--- config.mk ---
export PLATFORM = sky130hd
export DESIGN_NAME = twr_unit
export DESIGN_NICKNAME = d
export VERILOG_FILES = /design/src/shared/twr_pkg.sv /design/src/twr_qgen.sv /design/src/twr_unit.sv
export SDC_FILE = /design/constraint.sdc
export NUM_CORES = 1
export LEC_CHECK = 0
export BUFFER_PORTS_ARGS = -buffer_cell sky130_fd_sc_hd__buf_2
export CORE_MARGIN = 1.5
export CORE_UTILIZATION = 48
export DETAILED_ROUTE_END_ITERATION = 8
export PLACE_DENSITY = 0.76
export REMOVE_ABC_BUFFERS = 1
export SETUP_SLACK_MARGIN = 0.3
export SYNTH_ARGS = -nofsm -noshare
export SYNTH_HDL_FRONTEND = slang
export SYNTH_HIERARCHICAL = 1
export SYNTH_SLANG_ARGS = --single-unit
--- constraint.sdc ---
create_clock -name clock -period 2.4 [get_ports clock]
set_clock_uncertainty 0.15 [all_clocks]
set_input_delay 0 -clock clock [delete_from_list [all_inputs] [get_ports clock]]
set_output_delay 0 -clock clock [all_outputs]
set_load 0.1 [all_outputs]
--- src/shared/twr_pkg.sv ---
package twr_pkg;
	// Opcode fields: 1010 11ti ffff ffff (write), 1010 10ti ffff ffff (read)
	localparam logic [5:0] TWR_OP_WRITE = 6'h2b;
	localparam logic [5:0] TWR_OP_READ = 6'h2a;
	localparam int TWR_OP_MSB = 15;
	localparam int TWR_OP_LSB = 10;
	localparam int TWR_T_BIT = 9;
	localparam int TWR_I_BIT = 8;
	localparam logic [15:0] TWR_LATCH_RST = 16'h0000;
	localparam logic [15:0] TWR_PTR_RST = 16'h0000;
	localparam int TWR_EXT_CYCLES = 2;

	typedef struct packed {
		logic valid;
		logic [15:0] word;
	} twr_instr_t;

	typedef struct packed {
		logic req;
		logic write;
		logic internal;
		logic [15:0] addr;
		logic [15:0] wdata;
	} twr_mem_req_t;
endpackage : twr_pkg

--- src/twr_qgen.sv ---
// Quarter-phase generator: one-cycle enable per phase, Q1..Q4 in turn
module twr_qgen
	import twr_pkg::*;
(
	// Clock and reset
	input wire logic clock,
	input wire logic rst_n,
	// Phase enables
	output logic [3:0] q_r
);
	always_ff @(posedge clock)
	begin
		if (!rst_n)
			q_r <= 4'h1;
		else
			q_r <= {q_r[2:0], q_r[3]};
	end
endmodule : twr_qgen

--- src/twr_unit.sv ---
// Overview of operation
// - Decode the table write word 1010 11ti ffff ffff into t, i and f.
// - First copy file register f into one half of the table latch.
// - t=0 replaces the low latch byte, t=1 the high, the other is kept.
// - Then write the whole latch to program memory at the table pointer.
// - With i=1 the pointer increments after the write, else it stays.
// - A write to external memory completes in exactly two cycles.
// - A write to on-chip EPROM lasts until programming reports done.
// - An interrupt during an EPROM write aborts it and ends the op.
// - Programming runs even when the programming pin is at supply only.
// - Table read moves a latch byte to f, reloads latch, may increment.
module twr_unit
	import twr_pkg::*;
(
	// Clock and reset
	input wire logic clock,
	input wire logic rst_n,
	// Instruction issue
	input twr_pkg::twr_instr_t instr,
	output logic busy_r,
	output logic done_r,
	// File register access
	input wire logic [7:0] file_rdata,
	output logic [7:0] file_addr_r,
	output logic file_we_r,
	output logic [7:0] file_wdata_r,
	// Program memory
	input wire logic [15:0] mem_rdata,
	input wire logic mem_is_internal,
	input wire logic prog_done,
	output twr_pkg::twr_mem_req_t mem_r,
	output logic prog_abort_r,
	// Interrupt and programming voltage level
	input wire logic irq,
	input wire logic prog_voltage_ok,
	// Status flag write enable (kept low)
	output logic status_we_r,
	// Visible state
	output logic [15:0] table_latch_r,
	output logic [15:0] table_pointer_r
);
	typedef enum logic [4:0] {
		TWR_IDLE = 5'h01,
		TWR_EXT = 5'h02,
		TWR_PROG = 5'h04,
		TWR_RD = 5'h08,
		TWR_END = 5'h10
	} twr_state_t;

	twr_state_t state_r;
	logic [3:0] q;
	logic t_r;
	logic inc_r;
	logic is_wr;
	logic is_rd;
	logic [1:0] cyc_r;
	logic load_r;

	twr_qgen u_qgen (
		.clock(clock),
		.rst_n(rst_n),
		.q_r(q)
	);

	function automatic logic op_is(input logic [15:0] w,
		input logic [5:0] op);
		op_is = (w[TWR_OP_MSB:TWR_OP_LSB] == op);
	endfunction : op_is

	assign is_wr = instr.valid && op_is(instr.word, TWR_OP_WRITE);
	assign is_rd = instr.valid && op_is(instr.word, TWR_OP_READ);

	// Sequencing; instructions are taken at Q1 only
	always_ff @(posedge clock)
	begin
		if (!rst_n)
		begin
			state_r <= TWR_IDLE;
			t_r <= 1'b0;
			inc_r <= 1'b0;
			cyc_r <= 2'h0;
			load_r <= 1'b0;
		end
		else
		begin
			load_r <= 1'b0;
			case (state_r)
				TWR_IDLE:
				begin
					if (q[0] && (is_wr || is_rd))
					begin
						t_r <= instr.word[TWR_T_BIT];
						inc_r <= instr.word[TWR_I_BIT];
						load_r <= 1'b1;
						cyc_r <= 2'h0;
						state_r <= is_wr ? (mem_is_internal ? TWR_PROG : TWR_EXT)
							: TWR_RD;
					end
				end
				TWR_EXT, TWR_RD:
				begin
					// Two instruction cycles, counted on Q4 edges
					if (q[3])
					begin
						cyc_r <= cyc_r + 2'h1;
						if (cyc_r == 2'(TWR_EXT_CYCLES - 1))
							state_r <= TWR_END;
					end
				end
				TWR_PROG:
				begin
					// Pin level is not checked: the sequence runs anyway
					if (prog_done || irq)
						state_r <= TWR_END;
				end
				TWR_END:
					state_r <= TWR_IDLE;
				default:
					state_r <= TWR_IDLE;
			endcase
		end
	end

	// File register port: address at issue, read writes f in Q4
	always_ff @(posedge clock)
	begin
		if (!rst_n)
		begin
			file_addr_r <= 8'h00;
			file_we_r <= 1'b0;
			file_wdata_r <= 8'h00;
		end
		else
		begin
			file_we_r <= 1'b0;
			if (state_r == TWR_IDLE && q[0] && (is_wr || is_rd))
				file_addr_r <= instr.word[7:0];
			if (state_r == TWR_RD && q[3] && cyc_r == 2'h0)
			begin
				file_we_r <= 1'b1;
				file_wdata_r <= t_r ? table_latch_r[15:8] : table_latch_r[7:0];
			end
		end
	end

	// Table latch
	always_ff @(posedge clock)
	begin
		if (!rst_n)
			table_latch_r <= TWR_LATCH_RST;
		else if (load_r && state_r != TWR_RD)
		begin
			if (t_r)
				table_latch_r[15:8] <= file_rdata;
			else
				table_latch_r[7:0] <= file_rdata;
		end
		else if (state_r == TWR_RD && q[3] && cyc_r == 2'h1)
			table_latch_r <= mem_rdata;
	end

	// Memory request and pointer
	always_ff @(posedge clock)
	begin
		if (!rst_n)
		begin
			mem_r <= '0;
			table_pointer_r <= TWR_PTR_RST;
			prog_abort_r <= 1'b0;
		end
		else
		begin
			prog_abort_r <= 1'b0;
			if (state_r == TWR_PROG && irq && !prog_done)
				prog_abort_r <= 1'b1;
			if ((state_r == TWR_EXT || state_r == TWR_PROG) && !load_r
				&& !mem_r.req && state_r != TWR_END && cyc_r == 2'h0
				&& !(state_r == TWR_PROG && (prog_done || irq)))
			begin
				mem_r.req <= 1'b1;
				mem_r.write <= 1'b1;
				mem_r.internal <= (state_r == TWR_PROG);
				mem_r.addr <= table_pointer_r;
				mem_r.wdata <= table_latch_r;
			end
			else if (state_r == TWR_RD && !load_r && !mem_r.req
				&& cyc_r == 2'h0)
			begin
				mem_r.req <= 1'b1;
				mem_r.write <= 1'b0;
				mem_r.internal <= mem_is_internal;
				mem_r.addr <= table_pointer_r;
			end
			if (state_r == TWR_END)
			begin
				mem_r.req <= 1'b0;
				if (inc_r)
					table_pointer_r <= table_pointer_r + 16'h0001;
			end
		end
	end

	// Handshake and status flags
	always_ff @(posedge clock)
	begin
		if (!rst_n)
		begin
			busy_r <= 1'b0;
			done_r <= 1'b0;
			status_we_r <= 1'b0;
		end
		else
		begin
			busy_r <= (state_r != TWR_IDLE && state_r != TWR_END);
			done_r <= (state_r == TWR_END);
			status_we_r <= 1'b0;
		end
	end

	a_ptr_hold: assert property (@(posedge clock) disable iff (!rst_n)
		(state_r == TWR_END && !inc_r) |=> $stable(table_pointer_r))
		else $error("pointer moved without increment");
	a_ptr_inc: assert property (@(posedge clock) disable iff (!rst_n)
		(state_r == TWR_END && inc_r)
		|=> table_pointer_r == $past(table_pointer_r) + 16'h0001)
		else $error("pointer not incremented");
	a_ext_len: assert property (@(posedge clock) disable iff (!rst_n)
		(state_r == TWR_IDLE && $past(state_r) == TWR_IDLE) ##1
		(state_r == TWR_EXT) |-> ##[5:9] state_r == TWR_END)
		else $error("external write length wrong");
	a_irq_abort: assert property (@(posedge clock) disable iff (!rst_n)
		(state_r == TWR_PROG && irq) |=> state_r == TWR_END)
		else $error("interrupt did not end write");
	a_prog_wait: assert property (@(posedge clock) disable iff (!rst_n)
		(state_r == TWR_PROG && !irq && !prog_done) |=> state_r == TWR_PROG)
		else $error("EPROM write ended early");
	a_latch_half: assert property (@(posedge clock) disable iff (!rst_n)
		(load_r && state_r != TWR_RD && t_r)
		|=> table_latch_r[7:0] == $past(table_latch_r[7:0])
		&& table_latch_r[15:8] == $past(file_rdata))
		else $error("latch high load wrong");
	a_latch_low: assert property (@(posedge clock) disable iff (!rst_n)
		(load_r && state_r != TWR_RD && !t_r)
		|=> table_latch_r[15:8] == $past(table_latch_r[15:8])
		&& table_latch_r[7:0] == $past(file_rdata))
		else $error("latch low load wrong");
	a_wdata_latch: assert property (@(posedge clock) disable iff (!rst_n)
		$rose(mem_r.req) && mem_r.write
		|-> mem_r.wdata == table_latch_r && mem_r.addr == table_pointer_r)
		else $error("write word not latch at pointer");
	a_no_status: assert property (@(posedge clock) disable iff (!rst_n)
		busy_r |-> !status_we_r)
		else $error("status written");
	a_rd_file: assert property (@(posedge clock) disable iff (!rst_n)
		file_we_r |-> file_wdata_r == (t_r ? $past(table_latch_r[15:8])
		: $past(table_latch_r[7:0])))
		else $error("read byte wrong");
endmodule : twr_unit
Word-level counts from Yosys, hierarchy flattened
Cells that the tools add are included.

Add/sub/neg operators: 2. $mul: 0. Divide/modulo/power cells: 0. Magnitude comparators: 0. Equality and inequality tests: 17. Shifts and indexed selects: 0. Muxes and demuxes: 20. Bitwise gates (word level): 1. Reduce and logical (&&, ||, !) cells: 41.

Operator list (number): $mux 19 (2); $mux 16 (2); $mux 8 (3); $logic_and 1x1->1 (21); $mux 5 (4); $add 16x1->16 const B (1); $pmux 5 s3 (1); $eq 6x6->1 const B (2); $ne 2x2->1 const B (5); $reduce_and 2->1 (5); $reduce_bool 2->1 (3); $eq 5x1->1 const B (1); $eq 5x2->1 const B (1); $eq 5x3->1 const B (1); $eq 5x4->1 const B (1); $eq 5x5->1 const B (1); $ne 5x1->1 const B (1); $ne 5x4->1 const B (1); $ne 5x5->1 const B (1); $logic_not 1->1 (4); $mux 2 (2); $mux 4 (1); $pmux 2 s2 (1); $reduce_and 4->1 (1); other kinds (10) (15).

Bits in registers: 101. Bits in latches: 0. Memory bits (writable): 0. ROM bits: 0. Input bits: 47. Output and inout port bits: 88. Logic and storage cells: 101. Memories: 0.

Depth between registers and ports, before layout
Gate-level depths: netlist of the first run.

Word-level depth: 8. Depth in mapped cells: 8.

Cells and area by module
The synthesis of the first run kept the hierarchy.

By module, submodules not included: twr_unit (instances 1, cells an instance 433, area each 3991.3 um^2, seq. area each 1941.9 um^2); twr_qgen (instances 1, cells an instance 8, area each 105.1 um^2, seq. area each 80.1 um^2).

Worst setup path before layout of the first run
OpenSTA, ideal clock, no wires.

Kind: reg2reg. Start point: register table_pointer_r[4]. End point: register table_pointer_r[9]. Data arrival time: 2.401 ns. Required time: 2.179 ns. Setup slack: -0.221 ns. Stages on the path, launching flop included: 7. Buffers on the path: 2. Cell sequence: dfxtp_1 > clkbuf_1 > nand4_1 > or4_4 > buf_6 > or3_1 > a21oi_1.

Cells in the longest elaborated chain, start to end: 1.

Ends and longest elaborated chain: start: declaration (RTL line twr_unit.sv:40) `output logic [15:0] table_pointer_r`; start signal: assignment (RTL line twr_unit.sv:198) `table_pointer_r <= table_pointer_r + 16'h0001;`; $add 16x1->16 (RTL line twr_unit.sv:198).

Every way passes these cells. A chain may end at the register's enable or synchronous reset.

Worst setup path in the final report of the first run
Start point: register state_r[3]. End point: register table_pointer_r[7].

Cells in the longest elaborated chain, start to end: 2.

Ends and longest elaborated chain: start: declaration (RTL line twr_unit.sv:50) `twr_state_t state_r;`; start signal: assignment (RTL line twr_unit.sv:96) `state_r <= is_wr ? (mem_is_internal ? TWR_PROG : TWR_EXT)`; $eq 5x5->1 (RTL line twr_unit.sv:194) `if (state_r == TWR_END)`; $reduce_and 2->1 (no line).

Every way passes these cells.

==> results list, run 1 <==
- Max-cap violations in this run came to 0.
- The critical path in this run is classified as flip-flop to flip-flop.
* Depth of the most critical reg-to-reg path: 4
- Overall overflow remaining after global route: 0
- The initial antenna violation count came to 0.
- From left edge to right edge, the die measures roughly 95 microns.
* Master cell of the clock root buffer: clkbuf_8
- The number of antenna diodes in the final layout is 0.
- For the pin with the worst max-slew slack, the measured transition is 544 ps.
- The worst-case IR drop observed on VDD is a little over 0.4 mV.
- A synthesized cell averages 9.29 sq um.
- Detail Placement HPWL: ~6.8 mm
- Subtracting the final worst setup slack from the clock period gives 2020 ps.
- Unrepaired setup endpoints after global routing: true
- Die boundary height: roughly 95 microns
- Kind of start point of the critical path: flip-flop
- For this block, the initial DRC count from the detailed router was ~170.
* Cell area after technology mapping: 4100 sq um
- IO Count: 135
* Main combinational cell family by area after synthesis: simple AND/OR/NAND/NOR gates
- Counting flops with a built-in enable in the synthesized netlist gives 0.
- In the final layout, the share of cells above drive strength 1 is 29.7%.
* Clock tree from TritonCTS: yes
- The most used flip-flop cell after synthesis is dfxtp_1.
- The number of different library cells used by synthesis comes to 46.
- Along the worst path, the maximum fanout reaches 10.
- Master of the slowest instance on the critical path: or4_4
- The final layout contains routed wiring with a total length of 10.6 mm.
- The detailed router placed 3800 vias in this run.
- Total routing usage reported by global routing: 23.8%
* Simple logic cell fraction of the synthesized area: between 10% and 20%
- The worst setup path is captured at a flip-flop.
- Total number of placement rows: 33
* Ys Warns: 6
- Final setup viols: 0
- The startpoint identified for the worst hold timing path is instr[16].
- The detail route stage leaves a number of antenna-violating nets equal to 0.
* Placed cell area: 4870 sq um
- Clock tree synthesis inserted a total of 9 buffers.
- The design draws 3.10 mW.
* Die Outline Area: 9100 sq um
* DRC violation count after routing: 0
* Post-route design area: 5590 sq um
* Number of buffer and inverter instances along the worst setup path: 0
* Global-route wire length before repair: 16.8 mm
- During placement, the flow inserted port buffers numbering around 130.
- Clock-pin slew was measured on the worst setup and hold paths at 90 ps.
- The synthesized netlist devotes under 10% of its cell area to compound gates.
- For flop-to-flop paths, the worst setup slack is 380 ps.
- Placed cell count: 659
* Layout overhead on the synthesized area: 36.4%
- STA puts the critical path data arrival time at ~2200 ps.
- Avg Vias per Cell: between 5 and 6
* Multiplexer share of the synthesized area: approximately an eighth
- Capture point of the worst reg-to-reg path: table_pointer_r[7]
* TritonCTS sink count: 101
- Area share of fa/ha/maj cells after synthesis: less than 1%
- Timing would allow up to 494 MHz.
* Maximum single-stage delay on the critical path: 570 ps
* P_leak: 2.48 nW
- For this run, the number of standard cells in the final layout without fillers is 721.
- Sequential-to-total area share from yosys stat: between 40 and 50%
- Worst-skew pair later-pin latency: 360 ps
* Fraction of synthesis flops using an asynchronous set or reset pin: 0%
* Average detailed-routed wire length per instance: 14.7 microns
- The path class of the tightest hold or removal check is input pin to flip-flop.
* Starting density of the core: 49.6%
- Beginning of the worst register-to-register path: state_r[3]
* Worst hold path cell count: 4
* Min Hold Slack: about 57 ps
- The cell family contributing the most delay on the critical path is simple AND/OR/NAND/NOR gates.
- Pin count of the biggest net entering global routing: 56
* Rel. slew slack: 62.8%
- Placer congestion estimate: 0.812
- Power density over the cells: between 500 and 600 nW/um^2
* Yosys reg bits: around 100
* Final core utilization: 67.7%
- Endpoint of the worst hold path: cyc_r[0]
- In this run the deepest clock path goes through 2 buffers.
- Status: completed
* Max-slew violation total from the final report: 0
- Final worst-path cycle share: 84.3%
* Number of nets in the finished design: about 660
- Worst-path cell chain: nand4bb_4 > or4_4 > or3_1 > a21oi_1
- The via count of the first global-routing pass is 3623.
- Deepest level of the CTS H-tree: 3
* Synth Area in XOR/XNOR: 3.21%
- The cell count after synthesis came out at 441.
* Total core area: 8260 sq um
- The hold violation count in the final report is 0.
- First drt pass iteration count: 5
- Data on the critical path is required at its endpoint by approximately 2500 ps.
[cell usage after synthesis, types with 2 or more instances]
cell / count / area share [%]
nor3_2: 3 / 0.73
a21oi_1: 7 / 0.86
nand3_1: 10 / 1.2
mux2i_1: 53 / 13
buf_4: 2 / 0.37
or3_1: 3 / 0.46
and2_1: 8 / 1.2
and3_1: 4 / 0.61
nand4_1: 7 / 1.1
o21ai_1: 2 / 0.24
nor4_1: 2 / 0.31
nor3_1: 4 / 0.49
buf_6: 4 / 1.1
a31oi_1: 16 / 2.4
nor2_1: 73 / 6.7
dfxtp_1: 101 / 49
clkbuf_1: 17 / 1.6
a211oi_1: 9 / 1.6
a2111oi_0: 2 / 0.43
xor2_1: 7 / 1.5
ha_1: 3 / 0.92
inv_1: 6 / 0.55
xnor2_1: 8 / 1.7
buf_2: 7 / 0.86
nand2_1: 43 / 3.9
o21ai_0: 20 / 2.4
[through the flow]
step	TNS (ps)	worst slack (ps)
final	0	378
after floorplan	-22160	-1210
after CTS	0	311
after global routing	0	299
after global placement	0	369
after detailed placement	0	278
[flip-flops by register name, indices dropped and copies added (netlist names), 2 cells and up]
name	cells
cyc_r	2
file_addr_r	8
file_wdata_r	8
mem_r	35
state_r	5
table_latch_r	16
table_pointer_r	16
u_qgen/q_r	4
[layout make-up]
| class | count | area, sq um |
|---|---|---|
| Inverter | 6 | 22.5 |
| Multi-Input combinational cell | 303 | 1940 |
| Clock buffer | 10 | 128 |
| Clock inverter | 6 | 92.6 |
| Timing Repair Buffer | 190 | 1240 |
| Tap cell | 105 | 131 |
| Sequential cell | 101 | 2030 |
| Fill cell | 636 | 2670 |
[cell families after synthesis]
logic type	count (synthesis)
simple gates	168
buf+inv	37
flops	101
fa+ha+maj	3
other cells	1
xor+xnor	15
compound gates	62
mux	54
[cell usage in the layout, fill, tap and decap left out, types with 8 or more instances in the layout]
| master | n |
|---|---|
| buf_4 | 11 |
| nor2_1 | 73 |
| and2_1 | 8 |
| dfxtp_1 | 98 |
| dlygate4sd3_1 | 44 |
| buf_2 | 132 |
| clkbuf_8 | 9 |
| nand3_1 | 9 |
| xnor2_1 | 8 |
| nand2_1 | 43 |
| a31oi_1 | 16 |
| a211oi_1 | 8 |
| mux2i_1 | 53 |
| o21ai_0 | 20 |
[report_power, final]
part / switching [mW] / internal (mW)
sequential: 0.0151 / 1.69
clock: 0.575 / 0.595
combinational: 0.120 / 0.106
total: 0.710 / 2.39
[how the worst max path moves through the flow]
stage / start / to / slack, ps / depth (start not counted)
finish: state_r[3] / table_pointer_r[7] / 380 / 4
global route: state_r[3] / mem_r[10] / 300 / 6
CTS: state_r[1] / mem_r[4] / 310 / 6
detailed placement: state_r[1] / mem_r[4] / 280 / 6
global placement: state_r[1] / mem_r[7] / 370 / 6
floorplan: mem_r[34] / mem_r[10] / -1210 / 5
[worst register-to-register path, stage by stage (launching register included)]
cell and delay, ps:
dfxtp_1 420, nand4bb_4 300, or4_4 570, or3_1 380, a21oi_1 140
[repair_timing]
action                                  in CTS  in global routing
pin swaps                                    1                  1
endpoints found under the setup margin      15                 64
hold buffers                                44                  0
hold endpoints to repair                    45                  0
setup buffers                                0                  2
resized for setup                            1                 10
[per-layer routing]
metal | up-vias | wire length (microns) | GRT usage, %
met5 | - | 0 | 0
met4 | 0 | 184 | 9.56
met3 | 23 | 821 | 6.78
met2 | 156 | 5230 | 41.3
met1 | 1756 | 4380 | 27.4
li1 | 1865 | - | -
Power figures use the tool's default switching activity.
==> inputs of run 2 (changes only) <==
--- a/config.mk
+++ b/config.mk
@@ -5,11 +5,12 @@
 export SDC_FILE = /design/constraint.sdc
 export NUM_CORES = 1
 export LEC_CHECK = 0
+export ABC_AREA = 1
 export BUFFER_PORTS_ARGS = -buffer_cell sky130_fd_sc_hd__buf_2
 export CORE_MARGIN = 1.5
 export CORE_UTILIZATION = 48
 export DETAILED_ROUTE_END_ITERATION = 8
-export PLACE_DENSITY = 0.76
+export PLACE_DENSITY = 0.75
 export REMOVE_ABC_BUFFERS = 1
 export SETUP_SLACK_MARGIN = 0.3
 export SYNTH_ARGS = -nofsm -noshare
==> constraint.sdc (replaced) <==
create_clock -name clock -period 1.97 [get_ports clock]
set_clock_uncertainty 0.15 [all_clocks]
set_input_delay 0 -clock clock [delete_from_list [all_inputs] [get_ports clock]]
set_output_delay 0 -clock clock [all_outputs]
set_load 0.1 [all_outputs]
==> run 2 against run 1 <==
Global-route usage grew 1.5 points; synthesized area grew 9.1%; first-iteration DRC count grew 60%; critical path depth grew 5; synthesized cell count grew 35%; total power grew 72%; non-clock buffer count grew 41; setup slack lost 180 ps; clock power grew 22%; largest power group unchanged.
==> results list, run 2 <==
* Master cell of the clock root buffer: clkbuf_8
- TritonCTS sink count: 101
- First drt pass iteration count: 5
- Library cell with the highest instance count after synthesis: nand2_1
- Largest register FFs: 35
* Clock tree from TritonCTS: yes
* Status: completed
* Final period demand of the worst path: around 1800 ps
- The count of nets left with antenna violations once routing finished came out at 0.
* Layout overhead on the synthesized area: 52.3%
- Average size of a mapped cell: 7.53 sq um
- After detailed routing, the average wire length per cell comes to 15.8 microns.
* Total chip power: 5.33 mW
- Global-route wire length before repair: 20.1 mm
* Overall overflow remaining after global route: 0
- Cell internal power was estimated by the tool at ~3.4 mW.
- DRC violation count after routing: 0
* Yosys reg bits: 101
- Flop pwr share: 41.4%
- Avg Vias per Cell: 5.29
* Number of enable flip-flop cells after synthesis: 0
- After layout, the worst path uses around nine tenths of the clock period.
- Max-slew violation total from the final report: 0
* Total Wirelength: 14.7 mm
- Worst-skew pair later-pin latency: 380 ps
- In this run switching power makes up 35.6% of total power.
- Number of antenna violations at the first check in global routing: 0
* Upper clock frequency limit: ~560 MHz
* Crit end category: flip-flop
- The hold violation count in the final report came to 0.
- Worst path required time: 2120 ps
* Arrival @ worst endpoint: 1930 ps
- Fraction of synthesis flops using an asynchronous set or reset pin: 0%
- The longest clock path from root to sink contains 2 buffers.
* Number of nets in the finished design: 867
* Register with the most flip-flops: mem_r
- Of the synthesized area, sequential elements account for between 40 and 50%.
* Routed metal-1 wirelength: 5.91 mm
- Die Outline Area: 9900 sq um
* Ys Warns: 6
* Startpoint-to-endpoint class of the critical path: flip-flop to flip-flop
* Met2 wire length: 7.36 mm
- P_leak: 3.19 nW
- TritonCTS created 9 clock buffers.
- In the synthesized netlist, the cells that appear most often are nand2_1, nor2_1, dfxtp_1, o21ai_0, inv_1.
* Pin count of the biggest net entering global routing: 67
- The routed layout has 4928 vias.
* Peak fanout along the critical path: 8
- The routed design uses 989 microns of met3 wire.
* Die boundary height: about 100 microns
- Kind of start point of the critical path: flip-flop
- In this run the cell area of the synthesized design comes to ~4500 sq um.
- Most used cells in the layout excluding fill and tap cells: buf_2, nand2_1, nor2_1
- In this run the standard cell core region covers slightly above 9000 sq um.
* Fraction of post-synthesis cell area in the top cell type by area: 45.2%
- Number of maximum-capacitance violations: 0
- Cell types occupying the most area after synthesis: dfxtp_1, nand2_1, nor2_1
- The H-tree was split into 3 levels.
- In this run the power density over the cells is a little under 800 nW/um^2.
- Measured slew at the worst slew-check pin: 734 ps
- In this run, the number of DRC markers left after iteration 0 of detailed routing was 273.
* Synth cell types: 43
- Setup repair after global routing could not meet its margin everywhere.
* Clock transition at the register clock pins on the worst setup and hold paths after CTS: 100 ps
- 0 antenna diodes ended up in the layout.
* Post-synth top area cell: dfxtp_1
- Top Layer Used: met4
- Setup violations remaining at the end of the flow were counted as 0.
- Power spent charging and discharging nets: approximately 1.9 mW
* Number of standard cells after synthesis: 594
- Comb power frac: 31.8%
- Buffers added on ports: roughly 130
* Most common flop cell mapped by yosys: dfxtp_1
- Detail Placement HPWL: 8.19 mm
- Total number of placement rows: 35
- Measured against its own limit, the worst slew margin works out to 50.8%.
- From left edge to right edge, the die measures 99.5 microns.
* Total routing usage reported by global routing: between 20% and 30%
- The via count of the first global-routing pass is 4303.
- The congestion estimate from routability-driven global placement came to roughly 0.95.
- IO Count: 135
- The clock network accounts for 26.8% of the total power.
* Regs by FF count: mem_r (35), table_latch_r (16), table_pointer_r (16)
* Proportion of layout cells with a drive suffix above 1: 40.8%
* Worst IR drop on VDD: 0.430 mV
- Class of the worst hold path: input pin to flip-flop
* Commonest non-fill, non-tap cell in the layout: buf_2
- Setup TNS: 0 ps
* Starting density of the core: 48.8%
run 2: layout make-up:
| cell class | count | area [sq um] |
|---|---|---|
| well taps | 111 | 139 |
| fillers | 604 | 2340 |
| inverters | 44 | 191 |
| clock buffers | 10 | 128 |
| flip-flops and latches | 101 | 2040 |
| clock inverters | 5 | 83.8 |
| repair buffers | 231 | 1670 |
| multi-input cells | 430 | 2550 |
run 2: routing by layer:
metal | global-route usage (%) | vias to the layer above
li1 | - | 2368
met1 | 30.3 | 2310
met2 | 45.2 | 204
met3 | 4.78 | 46
met4 | 8.88 | 0
met5 | 0 | -
run 2: kinds of logic (layout without fill, tap and decap cells):
kind of cell,Yosys count,count (layout),share of synthesized area (%)
buffers and inverters,65,290,6.83
flip-flops,101,101,45.2
other,1,1,0.0839
XOR/XNOR,3,3,0.588
AO/OA/AOI/OAI,105,105,13.4
AND/OR/NAND/NOR,316,318,33.1
adder cells (fa/ha/maj),3,3,0.840
run 2: repair_timing:
action / CTS / global route
pin swaps: 6 / 41
cloned: 1 / 5
hold endpoints to repair: 31 / 0
resized for setup: 34 / 109
setup endpoints to repair: 62 / 85
buffers inserted: 8 / 30
hold buffers: 41 / 0
run 2: path summary, 6_finish.rpt:
check / from / end / slack (ps) / cells after the start
worst max register to register: state_r[3] / mem_r[20] / 190 / 9
worst min-delay path: instr[10] / state_r[1] / 30 / 7
worst min register to register: u_qgen/q_r[1] / u_qgen/q_r[2] / 270 / 2
worst max-delay path: state_r[3] / mem_r[20] / 190 / 9
run 2: power groups by stage:
stage	combinational, mW	clock [mW]	sequential [mW]
2_1_floorplan	0.495	0	2.63
3_3_place_gp	1.13	0	2.24
3_5_place_dp	1.14	0	2.24
4_1_cts	1.29	1.44	2.20
5_1_grt	1.79	1.52	2.22
6_report	1.70	1.43	2.21
run 2: critical path, stage by stage (launching register included):
cell	delay, ps
dfxtp_4	370
nor2_4	200
buf_12	150
nand3_4	110
nand2_4	120
inv_4	50
nand2_8	140
buf_12	160
nand3_1	80
a21oi_1	170
run 2: stage by stage:
stage	cell area, sq um	cells	hold slack, ps	util, %	worst slack, ps
2_1_floorplan	4340	573	-81.2	-	-415
3_5_place_dp	5280	832	50.9	57.7	106
4_1_cts	6070	897	7.30	66.3	258
3_3_place_gp	5280	832	30.6	57.7	178
5_1_grt	6810	932	79.2	74.4	109
6_report	6810	932	31.4	74.4	193
